--- config.mk ---
export PLATFORM = sky130hd
export DESIGN_NAME = gpc_gpio_port
export DESIGN_NICKNAME = d
export VERILOG_FILES = /design/src/common/gpc_pkg.sv /design/src/hdl/gpc_gpio_port.sv
export SDC_FILE = /design/constraint.sdc
export NUM_CORES = 1
export LEC_CHECK = 0
export ABC_AREA = 1
export BUFFER_PORTS_ARGS = -buffer_cell sky130_fd_sc_hd__buf_4
export CORE_MARGIN = 3
export CORE_UTILIZATION = 50
export DETAILED_ROUTE_END_ITERATION = 10
export PLACE_DENSITY = 0.72
export SLEW_MARGIN = 0
export SYNTH_ARGS = -nofsm -noshare
export SYNTH_HDL_FRONTEND = slang
export SYNTH_SLANG_ARGS = --single-unit
--- constraint.sdc ---
create_clock -name clock -period 1.2 [get_ports clock]
set_input_delay 0.12 -clock clock [delete_from_list [all_inputs] [get_ports clock]]
set_output_delay 0.12 -clock clock [all_outputs]
set_load 0.005 [all_outputs]
--- src/common/gpc_pkg.sv ---
// Purpose: Shared constants for the general I/O port and pin-change block.
// Assumes: Byte-wide processor I/O bus, four ports of eight pins.
// Notes:   Function
// Function
// - Group 0 flag sets when an enabled pin among change inputs 0..7 changes.
// - Group flag, group enable and global enable together request the vector.
// - Flag clears on interrupt acknowledge or on writing one; zero leaves it.
// - Group 3 mask bits 7..4 read zero; bits 3..0 enable inputs 24..27.
// - Inputs 24..27 request only with mask bit and group 3 enable set.
// - Group 2 mask enables inputs 16..23, gated by the group 2 enable.
// - Group 1 mask enables inputs 8..15, gated by the group 1 enable.
// - Group 0 mask enables inputs 0..7, gated by the group 0 enable.
// - A cleared mask bit blocks every request from that pin.
// - Single-bit set or clear leaves the other pins of the port alone.
// - Each port has separate output latch, direction and pin sample registers.
// - Pin sample register is read-only storage; latch and direction read/write.
// - Writing one to a pin sample bit inverts the matching latch bit.
// - Global pull-up disable switches off every pull-up on every port.
// - Direction bit one makes the pin an output, zero an input.
// - Input pin with latch one has pull-up; latch zero or output removes it.
// - Output pin drives high for latch one and low for latch zero.
// - Reset puts every pin into high impedance at once, clock or not.
// - Alternate functions on some pins leave the other pins general-purpose.
// - The latch toggle works whatever the direction bit says.
// - Pin sample passes a synchroniser whatever the direction setting.

package gpc_pkg;

  localparam int PIN_WIDTH   = 8;
  localparam int ADDR_WIDTH  = 6;
  localparam int GROUP_COUNT = 4;
  localparam int MASK3_BITS  = 4;

  // Each port occupies three consecutive addresses from its base.
  localparam logic [5:0] PORT_STRIDE   = 6'h03;
  localparam logic [5:0] OFS_SAMPLE    = 6'h00;
  localparam logic [5:0] OFS_DIRECTION = 6'h01;
  localparam logic [5:0] OFS_LATCH     = 6'h02;

  localparam logic [5:0] ADDR_CHANGE_CTRL = 6'h10;
  localparam logic [5:0] ADDR_CHANGE_FLAG = 6'h11;
  localparam logic [5:0] ADDR_MASK0       = 6'h12;
  localparam logic [5:0] ADDR_MASK1       = 6'h13;
  localparam logic [5:0] ADDR_MASK2       = 6'h14;
  localparam logic [5:0] ADDR_MASK3       = 6'h15;
  localparam logic [5:0] ADDR_CORE_CTRL   = 6'h16;

  localparam int PULLUP_OFF_POS = 4;

  localparam logic [7:0] RESET_BYTE   = 8'h00;
  localparam logic [3:0] RESET_NIBBLE = 4'h0;
  localparam logic [7:0] READ_UNMAPPED = 8'h00;

endpackage

--- src/hdl/gpc_gpio_port.sv ---
// Purpose: General digital I/O ports with pin-change interrupt grouping.
// Assumes: One clock; registers reached over the processor I/O bus.
// Notes:   Pin drive outputs clear without a clock edge when reset asserts.

`timescale 1ns/10ps
`default_nettype none

module gpc_gpio_port
  import gpc_pkg::*;
#(
  parameter int PORT_COUNT = 4
) (
  input  wire logic                              clock,
  input  wire logic                              rst_n,
  input  wire logic [ADDR_WIDTH-1:0]             ioAddr,
  input  wire logic                              ioWrEn,
  input  wire logic                              ioRdEn,
  input  wire logic [PIN_WIDTH-1:0]              ioWrData,
  input  wire logic                              ioBitOp,
  input  wire logic [2:0]                        ioBitNum,
  output logic      [PIN_WIDTH-1:0]              ioRdData,
  input  wire logic [PORT_COUNT*PIN_WIDTH-1:0]   pinIn,
  output logic      [PORT_COUNT*PIN_WIDTH-1:0]   pinOut,
  output logic      [PORT_COUNT*PIN_WIDTH-1:0]   pinOutEnN,
  output logic      [PORT_COUNT*PIN_WIDTH-1:0]   pullupEn,
  input  wire logic [PORT_COUNT*PIN_WIDTH-1:0]   altEnable,
  input  wire logic [PORT_COUNT*PIN_WIDTH-1:0]   altOut,
  input  wire logic [PORT_COUNT*PIN_WIDTH-1:0]   altDrive,
  input  wire logic                              globalIntEnable,
  input  wire logic [GROUP_COUNT-1:0]            irqAck,
  output logic      [GROUP_COUNT-1:0]            changeFlag,
  output logic      [GROUP_COUNT-1:0]            irqRequest
);

  localparam int PIN_COUNT = PORT_COUNT * PIN_WIDTH;

  // Four groups need 28 pins, and the port addresses must stay below the
  // pin-change control registers.
  if (PORT_COUNT < 4 || PORT_COUNT > 5) begin : gen_check
    $error("PORT_COUNT must be 4 or 5");
  end

  function automatic logic [5:0] portAddr(input int port,
                                          input logic [5:0] offset);
    logic [5:0] base;
    base = 6'(port * 3);
    return base + offset;
  endfunction

  function automatic logic [7:0] mergeBits(input logic [7:0] old,
                                           input logic [7:0] data,
                                           input logic [7:0] mask);
    return (old & ~mask) | (data & mask);
  endfunction

  // Register state.
  logic [PORT_COUNT-1:0][PIN_WIDTH-1:0] direction_reg;
  logic [PORT_COUNT-1:0][PIN_WIDTH-1:0] output_latch_reg;
  logic [GROUP_COUNT-1:0]               change_group_control;
  logic [PIN_WIDTH-1:0]                 group0_pin_mask;
  logic [PIN_WIDTH-1:0]                 group1_pin_mask;
  logic [PIN_WIDTH-1:0]                 group2_pin_mask;
  logic [MASK3_BITS-1:0]                group3_pin_mask;
  logic                                 pullup_global_off;

  // Synchroniser and change detection.
  logic [PIN_COUNT-1:0] syncFirst;
  logic [PIN_COUNT-1:0] syncSecond;
  logic [PIN_COUNT-1:0] syncThird;
  logic [PIN_COUNT-1:0] pin_sample_reg;
  logic [PIN_COUNT-1:0] samplePrev;
  logic [PIN_COUNT-1:0] pinChanged;
  logic [PIN_COUNT-1:0] stageAgree;

  // Write path.
  logic [PIN_WIDTH-1:0]   wrByte;
  logic [PIN_WIDTH-1:0]   wrMask;
  logic [GROUP_COUNT-1:0] groupHit;
  logic [GROUP_COUNT-1:0] flagWriteClear;
  logic [PIN_WIDTH-1:0]   next_rdData;
  logic [PIN_WIDTH-1:0]   ctrlMerged;
  logic [PIN_WIDTH-1:0]   mask3Merged;
  logic [PIN_WIDTH-1:0]   coreMerged;
  logic [PIN_WIDTH-1:0]   clearBits;

  // A bit operation writes only the selected bit, taking its value from
  // data bit 0; a plain write covers the whole byte.
  always_comb begin
    if (ioBitOp) begin
      wrMask = 8'h01 << ioBitNum;
      wrByte = {PIN_WIDTH{ioWrData[0]}};
    end else begin
      wrMask = 8'hFF;
      wrByte = ioWrData;
    end
  end

  // Narrow registers are merged at byte width and then cut to size.
  assign ctrlMerged  = mergeBits({4'h0, change_group_control}, wrByte,
                                 wrMask);
  assign mask3Merged = mergeBits({4'h0, group3_pin_mask}, wrByte, wrMask);
  assign coreMerged  = mergeBits(8'h00, wrByte, wrMask);
  assign clearBits   = wrByte & wrMask;

  always_ff @(posedge clock) begin
    if (!rst_n) begin
      direction_reg <= '0;
    end else if (ioWrEn) begin
      for (int k = 0; k < PORT_COUNT; k++) begin
        if (ioAddr == portAddr(k, OFS_DIRECTION)) begin
          direction_reg[k] <= mergeBits(direction_reg[k], wrByte,
                                        wrMask);
        end
      end
    end
  end

  always_ff @(posedge clock) begin
    if (!rst_n) begin
      output_latch_reg <= '0;
    end else if (ioWrEn) begin
      for (int k = 0; k < PORT_COUNT; k++) begin
        if (ioAddr == portAddr(k, OFS_LATCH)) begin
          output_latch_reg[k] <= mergeBits(output_latch_reg[k], wrByte,
                                           wrMask);
        end else if (ioAddr == portAddr(k, OFS_SAMPLE)) begin
          // Ones toggle the latch regardless of direction.
          output_latch_reg[k] <= output_latch_reg[k] ^
                                 (wrByte & wrMask);
        end
      end
    end
  end

  always_ff @(posedge clock) begin
    if (!rst_n) begin
      change_group_control <= RESET_NIBBLE;
      group0_pin_mask      <= RESET_BYTE;
      group1_pin_mask      <= RESET_BYTE;
      group2_pin_mask      <= RESET_BYTE;
      group3_pin_mask      <= RESET_NIBBLE;
      pullup_global_off    <= 1'b0;
    end else if (ioWrEn) begin
      if (ioAddr == ADDR_CHANGE_CTRL) begin
        change_group_control <= ctrlMerged[GROUP_COUNT-1:0];
      end else if (ioAddr == ADDR_MASK0) begin
        group0_pin_mask <= mergeBits(group0_pin_mask, wrByte,
                                     wrMask);
      end else if (ioAddr == ADDR_MASK1) begin
        group1_pin_mask <= mergeBits(group1_pin_mask, wrByte,
                                     wrMask);
      end else if (ioAddr == ADDR_MASK2) begin
        group2_pin_mask <= mergeBits(group2_pin_mask, wrByte,
                                     wrMask);
      end else if (ioAddr == ADDR_MASK3) begin
        group3_pin_mask <= mask3Merged[MASK3_BITS-1:0];
      end else if (ioAddr == ADDR_CORE_CTRL) begin
        pullup_global_off <= coreMerged[PULLUP_OFF_POS];
      end
    end
  end

  // Pins are sampled whatever their direction, so a driven value reads
  // back after the synchroniser delay.
  always_ff @(posedge clock) begin
    if (!rst_n) begin
      syncFirst  <= '0;
      syncSecond <= '0;
      syncThird  <= '0;
    end else begin
      syncFirst  <= pinIn;
      syncSecond <= syncFirst;
      syncThird  <= syncSecond;
    end
  end

  assign stageAgree = ~(syncSecond ^ syncThird);

  // The sample only moves once the second and third stages agree.
  always_ff @(posedge clock) begin
    if (!rst_n) begin
      pin_sample_reg <= '0;
      samplePrev     <= '0;
    end else begin
      pin_sample_reg <= (pin_sample_reg & ~stageAgree) |
                        (syncThird & stageAgree);
      samplePrev     <= pin_sample_reg;
    end
  end

  assign pinChanged = pin_sample_reg ^ samplePrev;

  // A cleared mask bit or group enable keeps the pin out of its group.
  always_comb begin
    groupHit[0] = change_group_control[0] &
                  (|(pinChanged[7:0] & group0_pin_mask));
    groupHit[1] = change_group_control[1] &
                  (|(pinChanged[15:8] & group1_pin_mask));
    groupHit[2] = change_group_control[2] &
                  (|(pinChanged[23:16] & group2_pin_mask));
    groupHit[3] = change_group_control[3] &
                  (|(pinChanged[27:24] & group3_pin_mask));
  end

  always_comb begin
    if (ioWrEn && ioAddr == ADDR_CHANGE_FLAG) begin
      flagWriteClear = clearBits[GROUP_COUNT-1:0];
    end else begin
      flagWriteClear = '0;
    end
  end

  // A new change wins over a clear arriving in the same cycle.
  always_ff @(posedge clock) begin
    if (!rst_n) begin
      changeFlag <= '0;
    end else begin
      changeFlag <= (changeFlag & ~(flagWriteClear | irqAck)) |
                    groupHit;
    end
  end

  always_ff @(posedge clock) begin
    if (!rst_n) begin
      irqRequest <= '0;
    end else begin
      irqRequest <= changeFlag & change_group_control &
                    {GROUP_COUNT{globalIntEnable}};
    end
  end

  // Pin drivers clear asynchronously so the pins float at once on reset.
  always_ff @(posedge clock or negedge rst_n) begin
    if (!rst_n) begin
      pinOut    <= '0;
      pinOutEnN <= '1;
      pullupEn  <= '0;
    end else begin
      for (int i = 0; i < PIN_COUNT; i++) begin
        if (altEnable[i]) begin
          pinOutEnN[i] <= ~altDrive[i];
          pinOut[i]    <= altOut[i];
          pullupEn[i]  <= 1'b0;
        end else begin
          pinOutEnN[i] <= ~direction_reg[i / PIN_WIDTH][i % PIN_WIDTH];
          pinOut[i]    <= output_latch_reg[i / PIN_WIDTH]
                                          [i % PIN_WIDTH];
          pullupEn[i]  <= ~direction_reg[i / PIN_WIDTH][i % PIN_WIDTH] &
                          output_latch_reg[i / PIN_WIDTH][i % PIN_WIDTH] &
                          ~pullup_global_off;
        end
      end
    end
  end

  // Read data; unmapped addresses return zero.
  always_comb begin
    next_rdData = READ_UNMAPPED;
    if (ioAddr == ADDR_CHANGE_CTRL) begin
      next_rdData = {4'h0, change_group_control};
    end else if (ioAddr == ADDR_CHANGE_FLAG) begin
      next_rdData = {4'h0, changeFlag};
    end else if (ioAddr == ADDR_MASK0) begin
      next_rdData = group0_pin_mask;
    end else if (ioAddr == ADDR_MASK1) begin
      next_rdData = group1_pin_mask;
    end else if (ioAddr == ADDR_MASK2) begin
      next_rdData = group2_pin_mask;
    end else if (ioAddr == ADDR_MASK3) begin
      next_rdData = {4'h0, group3_pin_mask};
    end else if (ioAddr == ADDR_CORE_CTRL) begin
      next_rdData = 8'(pullup_global_off) << PULLUP_OFF_POS;
    end else begin
      for (int k = 0; k < PORT_COUNT; k++) begin
        if (ioAddr == portAddr(k, OFS_SAMPLE)) begin
          next_rdData = pin_sample_reg[k*PIN_WIDTH +: PIN_WIDTH];
        end else if (ioAddr == portAddr(k, OFS_DIRECTION)) begin
          next_rdData = direction_reg[k];
        end else if (ioAddr == portAddr(k, OFS_LATCH)) begin
          next_rdData = output_latch_reg[k];
        end
      end
    end
  end

  always_ff @(posedge clock) begin
    if (!rst_n) begin
      ioRdData <= '0;
    end else if (ioRdEn) begin
      ioRdData <= next_rdData;
    end else begin
      ioRdData <= '0;
    end
  end

endmodule

`default_nettype wire

==> metrics.md <==
| Metric | Value |
|---|---|
| Required @ worst endpoint | 1.56 ns |
| Crit path time final | 1.81 ns |
| Crit path max fanout | 7 |
| Most common cell after layout, fill and taps aside | buf_4 |
| Worst skew pair latency | 0.54 ns |
| Core Area | 28100 µm² |
| Avg Cell Area, Syn | 7.89 µm² |
| Final setup viols | 83 |
| Seq/Total Area, Yosys | 54.5% |
| CTS max path bufs | 3 |
| Fillers | 1493 |
| CTS tree | built |
| Peak supply drop | 0.00147 V |
| First-pass GRT wire length | 94400 µm |
| Vias in the first global route | 16800 |
| CTS Buf Count | 37 |
| Number of detailed-route iterations in the first pass | 6 |
| Pins over their slew limit | 0 |
| Final Core Density | 83.0% |
| Seq. cell area | 7890 µm² |
| Die Y-Extent | 176 µm |
| Routed length per instance | 23.4 µm |
| GRT overflow | 0 |
| Via-per-instance ratio | 5.77 |
| Initial core utilization | 51.2% |
| Synth warn | 0 |
| Footprint of the multi-input gates | 6270 µm² |
| Final worst slack | -0.614 ns |
| Leak pwr | 11.7 nW |
| Largest net degree at the start of global routing | 50 |
| Clock sink count | 365 |
| Critical path endpoint category | flop |
| Number of unique standard cell types used by synthesis | 42 |
| Die footprint | 30800 µm² |
| Final Wtd Congestion | 0.950 |
| Post-route DRC | 0 |
| Crit Path Class | primary input to flop |
| Dpl hpwl | 39700 µm |
| Fin crit share | 151% |
| Post-Syn Area | 14400 µm² |
| Mapped Cells | 1822 |
| R2R depth | 11 |
| Status | finished, violations left |
| Detail Route Antenna Nets | 0 |
| Slew HR | 50.9% |
| P&R area growth vs syn | 62.2% |
| Initial drt markers | 2200 |
| Failing checks | negative hold slack, negative setup slack |
| Worst path slowest cell | nor3_1 |
| Io pins | 267 |
| Via count | 17100 |
| Syn nets | 1977 |
| Arrival @ worst endpoint | 2.17 ns |
| Root Buffer | clkbuf_16 |
| H-tree depth | 2 |
| Tot GR Track Use | 39.8% |
| Die Width | 176 µm |
| Crit-path cells | buf_8 -> nor2_4 -> buf_12 -> buf_6 -> nand3_4 -> buf_4 -> nor3_4 -> inv_2 -> nor2_4 -> inv_4 -> o21ai_4 -> nor3_1 -> nor3_1 |
| Final Hold Viols | 8 |
| RSZ-0062 raised after global routing | true |
| Worst clock skew | 0.0198 ns |
| Reg2Reg Setup Slack | -0.39 ns |
| Worst setup startpoint | ioAddr[5] |
| Share of post-route cells with drive strength above 1 | 35.2% |
| Max-Cap Viols | 0 |
| Final wirelength | 69400 µm |
| Pwr per Cell Area | 1180 nW/µm² |
| Rows | 61 |
| Hold_ws | -0.00450 ns |
| Reg-to-Reg End | ioRdData[2] |
| Most frequent cells in the layout | 503 x buf_4, 454 x nand2_1, 234 x dfxtp_1 |
| Flip-flop and latch count after synthesis | 365 |
| Input/output buffers | 266 |
| Initial antenna violation count | 3 |
| F_max | 0.551 GHz |
| Clock Pin Slew Worst Setup and Hold Paths | 0.07 ns |
| Worst slew pin tran | 0.731 ns |
| Worst Hold Class | primary input to asynchronous set/reset pin |
| Slowest stage delay, CP | 0.58 ns |
| Final #Nets | 2711 |
| CP startpoint kind | primary input |
## final cells by class
class / instances / share of cell area, %
multi-input cells: 1144 / 26.9
flip-flops and latches: 365 / 33.9
repair buffers: 742 / 27.6
diodes: 3 / 0.0322
well taps: 378 / 2.03
inverters: 266 / 4.42
clock inverters: 12 / 0.537
clock buffers: 56 / 4.67
## how the worst min path moves through the flow
stage	endpoint	from	depth (start not counted)
global placement	pullupEn[27]	rst_n	2
detailed placement	pullupEn[27]	rst_n	2
CTS	flop	ioWrData[1]	4
finish	pullupEn[19]	rst_n	3
floorplan	pinOut[0]	rst_n	0
global route	pinOut[17]	rst_n	3
## power by group
| group | internal [W] | total, W | switching, W |
|---|---|---|---|
| clock | 0.00659 | 0.0117 | 0.00515 |
| sequential | 0.0125 | 0.0126 | 0.000145 |
| combinational | 0.00149 | 0.00316 | 0.00167 |
| total | 0.0205 | 0.0275 | 0.00697 |
## per-stage QoR
| stage | worst slack (ns) | area (µm²) | instances | power (W) | TNS (ns) |
|---|---|---|---|---|---|
| after global routing | -0.600 | 23300 | 2964 | 0.0281 | -11.18 |
| after detailed placement | -0.713 | 19200 | 2699 | 0.0151 | -49.26 |
| after floorplan | -0.249 | 14700 | 1822 | 0.0136 | -12.35 |
| after CTS | -0.361 | 22500 | 2940 | 0.0269 | -36.20 |
| final | -0.614 | 23300 | 2966 | 0.0275 | -8.01 |
| after global placement | -0.684 | 19200 | 2699 | 0.0150 | -46.54 |
## critical path, delay by kind of cell
kind | cells | cell delay (ns)
compound gates | 1 | 0.14
buf+inv | 6 | 0.70
simple gates | 6 | 1.22
## cell usage after synthesis (all sizes together)
library cell	number	area, µm²
nand2	472	1780
dfxtp	269	5390
inv	266	998
nor2	176	706
a21oi	134	671
o21ai	112	564
nor3	74	375
dfrtp	64	1600
nand3	43	220
clkbuf	40	151
dfstp	32	841
o21bai	28	210
a311oi	23	201
nand4	16	100
mux2i	15	150
or2	13	81.3
o21a	11	82.6
buf	8	42.5
o22ai	6	37.5
a22oi	4	30.0
o2111ai	3	26.3
a21boi	2	15.0
o31ai	2	15.0
o41ai	2	17.5
xnor2	2	17.5
a31oi	1	6.26
nor4	1	21.3
o211ai	1	7.51
o221ai	1	8.76
xor2	1	8.76
## metal layers
metal  GRT usage [%]  vias to the layer above  part of all wire [%]  wire length (µm)
li1                -                     7282                     -                 -
met1            46.1                     8025                    35             24000
met2            68.7                     1315                    47             32400
met3            8.95                      475                    11              7350
met4            21.3                        2                   8.0              5560
met5               0                        -                 0.025                17
## cell families after synthesis
| family | count (synthesis) | synth area share (%) |
|---|---|---|
| compound gates | 330 | 13.2 |
| xor+xnor | 3 | 0.183 |
| buf+inv | 314 | 8.30 |
| flops | 365 | 54.5 |
| mux | 15 | 1.04 |
| simple gates | 795 | 22.8 |
## timing repair
item / CTS / global route
gates resized for setup: 121 / 190
hold endpoints to repair: 193 / 19
pin swaps: 34 / 69
gates cloned: 1 / 3
hold buffers: 170 / 2
endpoints found under the setup margin: 63 / 328
buffers inserted: 3 / 24
(Power assumes the default switching activity.)
